### config.mk
export PLATFORM = sky130hd
export DESIGN_NAME = cisf_serial_frame
export DESIGN_NICKNAME = d
export VERILOG_FILES = /design/src/shared/cisf_pkg.sv /design/src/shared/cisf_stream_if.sv /design/src/cisf_fifo.sv /design/src/cisf_serial_frame.sv
export SDC_FILE = /design/constraint.sdc
export NUM_CORES = 1
export LEC_CHECK = 0
export ABC_CLOCK_PERIOD_IN_PS = 3300
export BUFFER_PORTS_ARGS = -buffer_cell sky130_fd_sc_hd__clkbuf_2
export CAP_MARGIN = 20
export CORE_MARGIN = 2
export CORE_UTILIZATION = 63
export CTS_BUF_LIST = sky130_fd_sc_hd__clkbuf_4
export DETAILED_ROUTE_END_ITERATION = 7
export PLACE_DENSITY = 0.82
export SYNTH_ARGS = -nofsm -noshare
export SYNTH_HDL_FRONTEND = slang
export SYNTH_SLANG_ARGS = --single-unit
export TNS_END_PERCENT = 5
### constraint.sdc
create_clock -name ref_clk -period 3.3 [get_ports ref_clk]
set_clock_uncertainty 0.15 [all_clocks]
set_input_delay 0.66 -clock ref_clk [delete_from_list [all_inputs] [get_ports ref_clk]]
set_output_delay 0.66 -clock ref_clk [all_outputs]
set_load 0.02 [all_outputs]
### src/shared/cisf_pkg.sv
// Constants and types shared by the serial frame block and its FIFO.
// Assumes a single 50 MHz reference clock and no software register bus.
package cisf_pkg;

  // ****************************************
  // Frame layout
  // ****************************************
  localparam int         FRAME_BITS = 16;
  localparam int         CNT_W      = 5;
  localparam logic [4:0] CNT_LAST   = 5'h0f;
  localparam int         SYNC_IN_W  = 11;

  // Field positions of a received frame used by the local decoder.
  localparam int         CMD_MSB    = 15;
  localparam int         CMD_LSB    = 12;
  localparam int         ROLE_MSB   = 9;
  localparam int         ROLE_LSB   = 8;
  localparam int         MASK_MSB   = 7;
  localparam logic [3:0] CMD_ROLE   = 4'h1;
  localparam logic [3:0] CMD_GPIO   = 4'h2;
  localparam logic [3:0] CMD_BUSY   = 4'h3;

  // ****************************************
  // Pins
  // ****************************************
  localparam int NUM_PINS   = 8;
  localparam int BUSY_PIN   = 7;
  localparam int FIFO_DEPTH = 16;

  // Sync vector order: {frame select, serial clock, serial data, pins}.
  localparam int         IDX_SEL  = 10;
  localparam int         IDX_SCLK = 9;
  localparam int         IDX_SDI  = 8;
  localparam logic [10:0] SYNC_RST = 11'h400;

  typedef enum logic [1:0] {
    CISF_ROLE_DIG_IN,
    CISF_ROLE_DIG_OUT,
    CISF_ROLE_ANA_IN,
    CISF_ROLE_ANA_OUT
  } cisf_role_t;

  localparam cisf_role_t ROLE_RST = CISF_ROLE_DIG_IN;

  typedef enum logic [1:0] {
    ST_IDLE,
    ST_SHIFT,
    ST_HOLD,
    ST_DONE
  } cisf_state_t;

endpackage

### src/shared/cisf_stream_if.sv
// Valid/ready word stream between the frame logic and its FIFO.
// Assumes source and sink share one clock.
`timescale 1ns/10ps
`default_nettype none
interface cisf_stream_if #(parameter int WIDTH = 16);
  logic             valid;
  logic             ready;
  logic [WIDTH-1:0] data;
  modport src (output valid, output data, input ready);
  modport snk (input valid, input data, output ready);
endinterface
`default_nettype wire

### src/cisf_fifo.sv
// Synchronous FIFO with a registered read port.
// Assumes writer and reader run on the same clock and reset.
`timescale 1ns/10ps
`default_nettype none
module cisf_fifo
  import cisf_pkg::*;
#(
  parameter int WIDTH = 16,
  parameter int DEPTH = 16
) (
  input wire logic  clk,
  input wire logic  rst_n,
  cisf_stream_if.snk wr,
  cisf_stream_if.src rd
);
  localparam int AW = $clog2(DEPTH);
  localparam int CW = $clog2(DEPTH + 1);
  localparam logic [CW-1:0] FULL_CNT = CW'(DEPTH);

  logic [WIDTH-1:0] mem_ff [DEPTH];
  logic [AW-1:0]    wr_ptr_ff;
  logic [AW-1:0]    rd_ptr_ff;
  logic [CW-1:0]    cnt_ff;
  logic             out_valid_ff;
  logic [WIDTH-1:0] out_data_ff;
  logic             push;
  logic             pop;

  // The output stage refills as soon as it is empty or being drained.
  assign wr.ready = (cnt_ff != FULL_CNT);
  assign push     = wr.valid & wr.ready;
  assign pop      = (cnt_ff != '0) & (~out_valid_ff | rd.ready);
  assign rd.valid = out_valid_ff;
  assign rd.data  = out_data_ff;

  always_ff @(posedge clk) begin
    if (push) begin
      mem_ff[wr_ptr_ff] <= wr.data;
    end
  end

  always_ff @(posedge clk or negedge rst_n) begin
    if (!rst_n) begin
      wr_ptr_ff <= '0;
      rd_ptr_ff <= '0;
      cnt_ff    <= '0;
    end else begin
      if (push) begin
        wr_ptr_ff <= (wr_ptr_ff == AW'(DEPTH - 1)) ? '0 : wr_ptr_ff + 1'b1;
      end
      if (pop) begin
        rd_ptr_ff <= (rd_ptr_ff == AW'(DEPTH - 1)) ? '0 : rd_ptr_ff + 1'b1;
      end
      cnt_ff <= cnt_ff + CW'(push) - CW'(pop);
    end
  end

  always_ff @(posedge clk or negedge rst_n) begin
    if (!rst_n) begin
      out_valid_ff <= 1'b0;
      out_data_ff  <= '0;
    end else if (pop) begin
      out_valid_ff <= 1'b1;
      out_data_ff  <= mem_ff[rd_ptr_ff];
    end else if (rd.ready) begin
      out_valid_ff <= 1'b0;
    end
  end
endmodule // cisf_fifo
`default_nettype wire

### src/cisf_serial_frame.sv
// Serial frame slave and pin control of an eight-pin configurable I/O device.
// Assumes the host clock, frame select and data arrive asynchronously to ref_clk
// and are oversampled; conversion busy, output word and drain side share ref_clk.
`timescale 1ns/10ps
`default_nettype none

module cisf_serial_frame
  import cisf_pkg::*;
#(
  parameter int DEPTH = FIFO_DEPTH
) (
  input  wire logic                  ref_clk,
  input  wire logic                  rst_n,
  input  wire logic                  frame_sel_n,
  input  wire logic                  serial_clk,
  input  wire logic                  serial_in,
  output var  logic                  serial_out,
  input  wire logic [NUM_PINS-1:0]   config_pin_in,
  output var  logic [NUM_PINS-1:0]   config_pin_out,
  output var  logic [NUM_PINS-1:0]   config_pin_oe,
  output var  logic [2*NUM_PINS-1:0] pin_role,
  output var  logic [NUM_PINS-1:0]   pin_din,
  input  wire logic                  conv_busy,
  input  wire logic [FRAME_BITS-1:0] tx_word,
  input  wire logic                  tx_load,
  output var  logic [FRAME_BITS-1:0] rx_data,
  output var  logic                  rx_valid,
  input  wire logic                  rx_ready,
  output var  logic                  overrun
);

  // ****************************************
  // Input synchronisers
  // ****************************************
  logic [SYNC_IN_W-1:0] s1_ff;
  logic [SYNC_IN_W-1:0] s2_ff;
  logic [SYNC_IN_W-1:0] s3_ff;
  logic [SYNC_IN_W-1:0] flt_ff;
  logic [SYNC_IN_W-1:0] flt_d_ff;

  always_ff @(posedge ref_clk or negedge rst_n) begin
    if (!rst_n) begin
      s1_ff <= SYNC_RST;
      s2_ff <= SYNC_RST;
      s3_ff <= SYNC_RST;
    end else begin
      s1_ff <= {frame_sel_n, serial_clk, serial_in, config_pin_in};
      s2_ff <= s1_ff;
      s3_ff <= s2_ff;
    end
  end

  // A level is accepted only once two late stages agree, which rejects a
  // single metastable sample at the cost of one more cycle of delay.
  for (genvar i = 0; i < SYNC_IN_W; i++) begin : g_flt
    always_ff @(posedge ref_clk or negedge rst_n) begin
      if (!rst_n) begin
        flt_ff[i]   <= SYNC_RST[i];
        flt_d_ff[i] <= SYNC_RST[i];
      end else begin
        if (s2_ff[i] == s3_ff[i]) begin
          flt_ff[i] <= s3_ff[i];
        end
        flt_d_ff[i] <= flt_ff[i];
      end
    end
  end

  logic sel_low;
  logic sel_fall;
  logic sclk_fall;
  logic sclk_rise;

  assign sel_low   = ~flt_ff[IDX_SEL];
  assign sel_fall  = flt_d_ff[IDX_SEL] & ~flt_ff[IDX_SEL];
  assign sclk_fall = flt_d_ff[IDX_SCLK] & ~flt_ff[IDX_SCLK];
  assign sclk_rise = ~flt_d_ff[IDX_SCLK] & flt_ff[IDX_SCLK];

  // ****************************************
  // Receive frame
  // ****************************************
  cisf_stream_if #(.WIDTH(FRAME_BITS)) wr_if ();
  cisf_stream_if #(.WIDTH(FRAME_BITS)) rd_if ();

  cisf_state_t           state_ff;
  logic [CNT_W-1:0]      bit_cnt_ff;
  logic [FRAME_BITS-1:0] rx_sh_ff;
  logic                  overrun_ff;
  logic                  push;

  assign wr_if.valid = (state_ff == ST_HOLD);
  assign wr_if.data  = rx_sh_ff;
  assign push        = wr_if.valid & wr_if.ready;

  always_ff @(posedge ref_clk or negedge rst_n) begin
    if (!rst_n) begin
      state_ff   <= ST_IDLE;
      bit_cnt_ff <= '0;
      rx_sh_ff   <= '0;
    end else begin
      case (state_ff)
        ST_IDLE: begin
          if (sel_fall) begin
            state_ff   <= ST_SHIFT;
            bit_cnt_ff <= '0;
          end
        end
        ST_SHIFT: begin
          if (!sel_low) begin
            state_ff <= ST_IDLE;
          end else if (sclk_fall) begin
            rx_sh_ff   <= {rx_sh_ff[FRAME_BITS-2:0], flt_ff[IDX_SDI]};
            bit_cnt_ff <= bit_cnt_ff + 1'b1;
            if (bit_cnt_ff == CNT_LAST) begin
              state_ff <= ST_HOLD;
            end
          end
        end
        ST_HOLD: begin
          if (push) begin
            state_ff <= ST_DONE;
          end
        end
        ST_DONE: begin
          // Clocks beyond the sixteenth are ignored until deselect.
          if (!sel_low) begin
            state_ff <= ST_IDLE;
          end
        end
        default: begin
          state_ff <= ST_IDLE;
        end
      endcase
    end
  end

  // A frame that starts while the last one still waits for FIFO room is lost.
  always_ff @(posedge ref_clk or negedge rst_n) begin
    if (!rst_n) begin
      overrun_ff <= 1'b0;
    end else begin
      overrun_ff <= sel_fall & (state_ff == ST_HOLD);
    end
  end

  cisf_fifo #(
    .WIDTH (FRAME_BITS),
    .DEPTH (DEPTH)
  ) u_fifo (
    .clk   (ref_clk),
    .rst_n (rst_n),
    .wr    (wr_if),
    .rd    (rd_if)
  );

  assign rd_if.ready = rx_ready;
  assign rx_data     = rd_if.data;
  assign rx_valid    = rd_if.valid;
  assign overrun     = overrun_ff;

  // ****************************************
  // Transmit stream
  // ****************************************
  logic [FRAME_BITS-1:0] tx_pend_ff;
  logic [FRAME_BITS-1:0] tx_sh_ff;
  logic                  fall_seen_ff;
  logic                  serial_out_ff;

  // Results, readback and temperature all arrive through this one word.
  always_ff @(posedge ref_clk or negedge rst_n) begin
    if (!rst_n) begin
      tx_pend_ff <= '0;
    end else if (tx_load) begin
      tx_pend_ff <= tx_word;
    end
  end

  // The MSB follows frame select with only the synchroniser latency.
  always_ff @(posedge ref_clk or negedge rst_n) begin
    if (!rst_n) begin
      tx_sh_ff      <= '0;
      fall_seen_ff  <= 1'b0;
      serial_out_ff <= 1'b0;
    end else if (sel_fall) begin
      tx_sh_ff      <= tx_pend_ff;
      serial_out_ff <= tx_pend_ff[FRAME_BITS-1];
      fall_seen_ff  <= 1'b0;
    end else if (sel_low && sclk_fall) begin
      fall_seen_ff <= 1'b1;
    end else if (sel_low && sclk_rise && fall_seen_ff) begin
      tx_sh_ff      <= {tx_sh_ff[FRAME_BITS-2:0], 1'b0};
      serial_out_ff <= tx_sh_ff[FRAME_BITS-2];
      fall_seen_ff  <= 1'b0;
    end
  end

  assign serial_out = serial_out_ff;

  // ****************************************
  // Pin configuration
  // ****************************************
  logic [NUM_PINS-1:0] gpio_ff;
  logic                busy_en_ff;
  logic [3:0]          cmd;

  assign cmd        = rx_sh_ff[CMD_MSB:CMD_LSB];

  always_ff @(posedge ref_clk or negedge rst_n) begin
    if (!rst_n) begin
      gpio_ff    <= '0;
      busy_en_ff <= 1'b0;
    end else if (push) begin
      if (cmd == CMD_GPIO) begin
        gpio_ff <= rx_sh_ff[MASK_MSB:0];
      end
      if (cmd == CMD_BUSY) begin
        busy_en_ff <= rx_sh_ff[0];
      end
    end
  end

  for (genvar p = 0; p < NUM_PINS; p++) begin : g_pin
    cisf_role_t role_ff;
    logic       out_ff;
    logic       oe_ff;
    logic       din_ff;
    logic       busy_sel;

    assign busy_sel = (p == BUSY_PIN) && busy_en_ff;

    always_ff @(posedge ref_clk or negedge rst_n) begin
      if (!rst_n) begin
        role_ff <= ROLE_RST;
      end else if (push && cmd == CMD_ROLE && rx_sh_ff[p]) begin
        role_ff <= cisf_role_t'(rx_sh_ff[ROLE_MSB:ROLE_LSB]);
      end
    end

    always_ff @(posedge ref_clk or negedge rst_n) begin
      if (!rst_n) begin
        out_ff <= 1'b0;
        oe_ff  <= 1'b0;
        din_ff <= 1'b0;
      end else begin
        oe_ff  <= busy_sel || (role_ff == CISF_ROLE_DIG_OUT);
        out_ff <= busy_sel ? conv_busy : gpio_ff[p];
        din_ff <= (role_ff == CISF_ROLE_DIG_IN) & flt_ff[p];
      end
    end

    assign config_pin_out[p]     = out_ff;
    assign config_pin_oe[p]      = oe_ff;
    assign pin_din[p]            = din_ff;
    assign pin_role[2*p +: 2]    = role_ff;
  end

endmodule // cisf_serial_frame
`default_nettype wire

Word level (Yosys, flattened, before mapping)
Memories as Yosys holds them, arrays and structs flattened. A register that Yosys moved wholly into a read port is not among the register bits.
Index checks and enable logic that the tools add are counted.
{"block": "op_classes", "bitwise_logic": 19, "n_eq_ne": 37, "muxes": 27, "addsub": 5, "reduce_logical": 34}
{"cell": "two-way mux 15 bit", "n": 3}
{"cell": "equality test 2 x 1 -> 1 bit (second input constant)", "n": 9}
{"cell": "zero test 2 bit", "n": 9}
{"cell": "two-way mux 5 bit", "n": 3}
{"cell": "bitwise AND 1 bit", "n": 14}
{"cell": "logical AND 1 bit", "n": 12}
{"cell": "two-way mux 2 bit", "n": 6}
{"cell": "inequality test 2 bit (second input constant)", "n": 6}
{"cell": "equality test 1 bit", "n": 11}
{"cell": "two-way mux 1 bit", "n": 11}
{"cell": "one-hot mux 5 bit (2 select lines)", "n": 1}
{"cell": "adder 4 x 1 -> 4 bit (second input constant)", "n": 2}
{"cell": "equality test 4 x 2 -> 1 bit (second input constant)", "n": 2}
{"cell": "equality test 4 bit (second input constant)", "n": 2}
{"cell": "two-way mux 4 bit", "n": 2}
{"cell": "one-hot mux 2 bit (4 select lines)", "n": 1}
{"cell": "inequality test 3 bit (second input constant)", "n": 2}
{"cell": "AND reduction 2 bit", "n": 3}
{"cell": "nonzero test 2 bit", "n": 3}
{"cell": "adder 5 x 1 -> 5 bit", "n": 1}
{"cell": "adder 5 x 1 -> 5 bit (second input constant)", "n": 1}
{"cell": "equality test 5 x 4 -> 1 bit (second input constant)", "n": 1}
{"cell": "inequality test 5 bit (second input constant)", "n": 1}
{"cell": "AND reduction 5 bit", "n": 1}
{"cell": "11 further kinds", "n": 15}
{"block": "word_totals", "ram_bits": 256, "mem_count": 1, "input_bits": 32, "register_bits": 166, "word_cells": 185, "out_inout_bits": 59}
{"memory": "u_fifo.mem_ff", "words": 16, "width": 16, "read_ports": 1, "rd_ports_with_merged_regs": 1, "wr": 1, "line": "cisf_fifo.sv:20", "source": "logic [WIDTH-1:0] mem_ff [DEPTH];"}

Logic depth before layout (Yosys ltp)
{"block": "logic_depth", "word_depth": 7, "ltp_mapped": 14, "depth_no_buf": 14}

Modules after synthesis
Synthesis repeated with hierarchy kept, for this count alone.
{"block": "hier_totals", "hier_cells": 887, "area_unflattened_um2": 16779.8}
{"mod": "cisf_fifo", "area_each_um2": 11075.6, "seq_area_each_um2": 8438.1, "instances": 1, "cells_per_inst": 525}
{"mod": "cisf_serial_frame", "area_each_um2": 5704.2, "seq_area_each_um2": 3809.9, "instances": 1, "cells_per_inst": 362}

Worst setup path after synthesis
OpenSTA, ideal clock, no wires.
{"block": "synth_timing", "path_type": "register to register", "startpoint": "reg u_fifo.cnt_ff[2]", "endpoint": "mem u_fifo.mem_ff[7][0], enable pin", "path_slack_ps": 334, "t_required_ps": 2737, "path_stages_with_launch": 8, "arrival_ps": 2403, "period_less_slack_ps": 2966, "setup_time_ps": 413, "n_path_buf": 1, "cell_sequence": "dfrtp_1 > inv_1 > ha_1 > nand4bb_1 > and2_1 > buf_2 > nand2_1 > nor3b_1"}
{"block": "synth_between", "elab_chain_len": 4}
{"element": "start: declaration", "line": "cisf_fifo.sv:23", "source": "logic [CW-1:0] cnt_ff;"}
{"element": "start signal: assignment", "line": "cisf_fifo.sv:54", "source": "cnt_ff <= cnt_ff + CW'(push) - CW'(pop);"}
{"element": "inequality test 5 bit", "line": "cisf_fifo.sv:30", "source": "assign wr.ready = (cnt_ff != FULL_CNT);"}
{"element": "bitwise AND 1 bit", "line": "cisf_fifo.sv:31", "source": "assign push = wr.valid & wr.ready;"}
{"element": "two-way mux 1 bit", "line": "cisf_fifo.sv:37", "source": "if (push) begin"}
{"element": "two-way mux 1 bit (not written as such)", "line": "cisf_fifo.sv:38", "source": "mem_ff[wr_ptr_ff] <= wr.data;"}
{"element": "end: declaration", "line": "cisf_fifo.sv:20"}
Every way passes these cells.

Worst setup path after layout
{"block": "layout_timing", "startpoint": "reg u_fifo.cnt_ff[3]", "endpoint": "reg u_fifo.cnt_ff[4]"}
{"block": "layout_between", "word_cells_on_any_way": 6, "classes_between": "add/sub: 2; eq/ne: 1; bitwise: 2; reduce/logical: 1"}
{"element": "nonzero test 5 bit", "line": "cisf_fifo.sv:32", "source": "assign pop = (cnt_ff != '0) & (~out_valid_ff | rd.ready);"}
{"element": "bitwise AND 1 bit", "line": "cisf_fifo.sv:32"}
{"element": "named net u_fifo.pop", "line": "cisf_fifo.sv:27", "source": "logic pop;"}
{"element": "subtractor 5 x 1 -> 5 bit", "line": "cisf_fifo.sv:54"}
The timed path passes the listed nets, and every way through them passes these cells.
A chain may end at the register's enable or synchronous reset.

==> impl_metrics.env <==
export IMPL_cts_reportedPaths_clkPinSlew_ns=0.06
export IMPL_cpMostUsedCell="inv_1"
export IMPL_timing_rr_start="u_fifo.cnt_ff[3]$_DFF_PN0_"
export IMPL_timing_final_crit_share_pct=89.0
export IMPL_drtPass1Iterations=5
export IMPL_core_area_mm2=0.0261
export IMPL_peakVddDrop_v=0.000465
export IMPL_ctsResizeCount=0
export IMPL_clock_path_buffers=3
export IMPL_routed_wirelength_mm=32.6
export IMPL_crit_path_start_kind="flip-flop"
export IMPL_row_count=59
export IMPL_grt_remaining_overflow=0
export IMPL_critPathArrivalTime_ns=3.42
export IMPL_register_area_mm2=0.0123
export IMPL_cpPeakStageDelay_ns=0.49
export IMPL_nFillCells=1545
export IMPL_synth_area_leader_cell="edfxtp_1"
export IMPL_async_flop_share_pct=41.6
export IMPL_ys_ff_latch=438
export IMPL_die_w_um=167
export IMPL_synth_cell_type_count=56
export IMPL_cp_max_fo=3
export IMPL_end_kind="flip-flop"
export IMPL_crit_buf_inv=5
export IMPL_design_area_mm2=0.0192
export IMPL_fmax_mhz=340
export IMPL_synth_seq_area_share_pct=73.1
export IMPL_crit_family="adder cells"
export IMPL_post_dp_cell_area_mm2=0.0175
export IMPL_min_delay_path_class="in2reg"
export IMPL_worstSetupPathType="reg2reg"
export IMPL_grt_pass1_vias=9421
export IMPL_grt_total_usage_pct=24.0
export IMPL_status="finished clean"
export IMPL_vias=8857
export IMPL_reg2reg_depth=14
export IMPL_antenna_found_initial=1
export IMPL_grt_max_degree=79
export IMPL_viasPerCell=5.82
export IMPL_final_util_pct=73.7
export IMPL_syn_nets=953
export IMPL_yosys_warnings=0
export IMPL_synth_area_top_cells="edfxtp_1 46%, dfrtp_1 26%, mux4_2 8.3%"
export IMPL_die_h_um=167
export IMPL_initialDrtViolationCount=727
export IMPL_worst_slew_pin_slew_ns=0.923
export IMPL_rsz0062_at_grt="no"
export IMPL_avgSynthCellArea_um2=18.5
export IMPL_slew_violations=0
export IMPL_syn_to_final_growth_pct=14.6
export IMPL_crit_end="u_fifo.cnt_ff[4]$_DFF_PN0_"
export IMPL_setup_viol=0
export IMPL_setup_worst_path_start="u_fifo.cnt_ff[3]$_DFF_PN0_"
export IMPL_hpwl_mm=19.0
export IMPL_routabilityCongestion=0.775
export IMPL_cts_made_buffers=105
export IMPL_maxCapViolCount=0
export IMPL_synth_top_area_share_pct=45.9
export IMPL_powerDensity_mw_per_mm2=694
export IMPL_synth_edf_count=256
export IMPL_power_leakage_nw=7.68
export IMPL_nets=1145
export IMPL_die_area_mm2=0.0279
export IMPL_drt_antenna_violating_nets=0
export IMPL_drive_gt1_share_pct=35.6
export IMPL_clkLatencyLatePin_ns=0.75
export IMPL_fin_crit_ns=2.94
export IMPL_cp_slowest_cell="or4b_4"
export IMPL_drc=0
export IMPL_grt_pass1_wl_mm=51.3
export IMPL_slew_headroom_pct=38.3
export IMPL_finalHoldViolations=0
export IMPL_wl_per_cell_um=21.4
export IMPL_ctsHoldBuffers=28
export IMPL_rrSetupSlack_ns=0.36
export IMPL_syn_cell_area_mm2=0.0168
export IMPL_port_buffers=90
export IMPL_tns_ns=0
export IMPL_cts_tree="done"
export IMPL_initial_core_util_pct=64.3
export IMPL_path_depth=14
export IMPL_power_total_mw=13.3
export IMPL_root_buffer="clkbuf_4"
export IMPL_ys_flop_type="edfxtp_1"
export IMPL_ios=91
export IMPL_cts_sinks=438
export IMPL_synth_cells=907
export IMPL_regToRegEndpoint="u_fifo.cnt_ff[4]$_DFF_PN0_"
export IMPL_cts_setup_buffers=0
export IMPL_h_tree_depth=3
export IMPL_worstPathCellList="inv_1, ha_1, or4b_4, nand2_2, inv_1, ha_1, inv_1, ha_1, inv_1, fa_1, inv_1, a21oi_1, o21bai_1, xnor2_1"
export IMPL_cp_required_ns=3.78
export IMPL_multi_input_area_mm2=0.00403
==> layout make-up <==
type | count | area share, %
multi-input combinational | 385 | 21.0
tap | 335 | 2.18
sequential | 438 | 63.8
timing repair buffer | 152 | 5.37
inverter | 17 | 0.332
antenna | 1 | 0.0130
clock buffer | 161 | 6.29
clock inverter | 34 | 1.05
==> per-layer routing <==
metal,routed length (um),share of wire (%),global-route usage [%]
met1,13300,41,32.7
met2,16500,51,39.3
met5,0,0,0
met4,760,2.3,8.70
met3,2090,6.4,5.13
==> cells in the final DEF (no fill, tap or decap), drive strengths merged, types with 8 or more instances in the layout <==
master       instances
mux4                64
mux2                60
nor2                22
o22ai               15
and3                 8
a21oi               25
dlygate4sd3         28
maj3                11
a21o                18
nor3b               12
nand2               19
mux2i               31
buf                 34
inv                 19
dfrtp              177
a211oi              15
ha                  13
clkbuf             251
nor2b               14
clkinv              29
edfxtp             256
==> synthesized netlist by cell type, drive strengths merged, types with 4 or more instances <==
cell and n:
edfxtp 256, dfrtp 177, mux4 64, mux2 60
buf 58, mux2i 31, a21oi 25, nor2 22
nand2 19, a21o 18, inv 17, a211oi 15
o22ai 15, nor2b 14, ha 13, nor3b 12
maj3 11, clkbuf 9, and3 8, nand3 7
o21ai 7, xnor2 6, dfstp 5, nand2b 5
and4 4
==> flip-flops by register name, indices dropped and copies added (netlist names), 15 cells and up, named ones only <==
register / flops
u_fifo.mem_ff: 256
g_pin.role_ff: 16
rx_sh_ff: 16
tx_pend_ff: 16
u_fifo.rd.data: 16
tx_sh_ff: 15
==> cell families (layout without fill, tap and decap cells) <==
| logic type | Yosys count | count (layout) | synth area share (%) |
|---|---|---|---|
| AOI/OAI and AO/OA | 90 | 90 | 3.47 |
| buffers and inverters | 84 | 364 | 3.10 |
| and+or+nand+nor | 107 | 107 | 3.69 |
| muxes | 155 | 155 | 14.5 |
| other | 0 | 1 | 0 |
| adders and majority gates | 25 | 25 | 1.75 |
| xor gates and xnor gates | 8 | 8 | 0.418 |
| DFF | 438 | 438 | 73.1 |
==> worst reg2reg max path, delay by kind of cell (launching register included) <==
kind	cells	cell delay [ns]
AOI/OAI and AO/OA	2	0.20
xor gates and xnor gates	1	0.13
adders and majority gates	4	1.06
buffers and inverters	5	0.34
DFF	1	0.40
and+or+nand+nor	2	0.58
==> through the flow <==
stage	hold slack, ns	setup slack, ns	instances
floorplan	0.181	0.334	907
global placement	0.183	0.497	1299
detailed placement	0.185	0.381	1299
CTS	0.0429	0.358	1522
global route	0.0457	0.192	1523
finish	0.0872	0.362	1523
==> power by group <==
part	total [mW]	internal (mW)	switching [mW]
Sequential	6.60	6.18	0.419
Combinational	2.28	1.08	1.20
Clock	4.45	2.39	2.06
Total	13.3	9.66	3.68
==> how the worst min path moves through the flow <==
stage	start	to	slack, ns	cells past startpoint
4_1_cts	conv_busy	g_pin[7].out_ff$_DFF_PN0_	0.04	2
3_5_place_dp	s1_ff[2]$_DFF_PN0_	s2_ff[2]$_DFF_PN0_	0.18	0
5_1_grt	conv_busy	g_pin[7].out_ff$_DFF_PN0_	0.05	2
6_report	conv_busy	g_pin[7].out_ff$_DFF_PN0_	0.09	2
3_3_place_gp	s1_ff[8]$_DFF_PN0_	s2_ff[8]$_DFF_PN0_	0.18	0
2_1_floorplan	s1_ff[0]$_DFF_PN0_	s2_ff[0]$_DFF_PN0_	0.18	0
(Power assumes the default switching activity.)
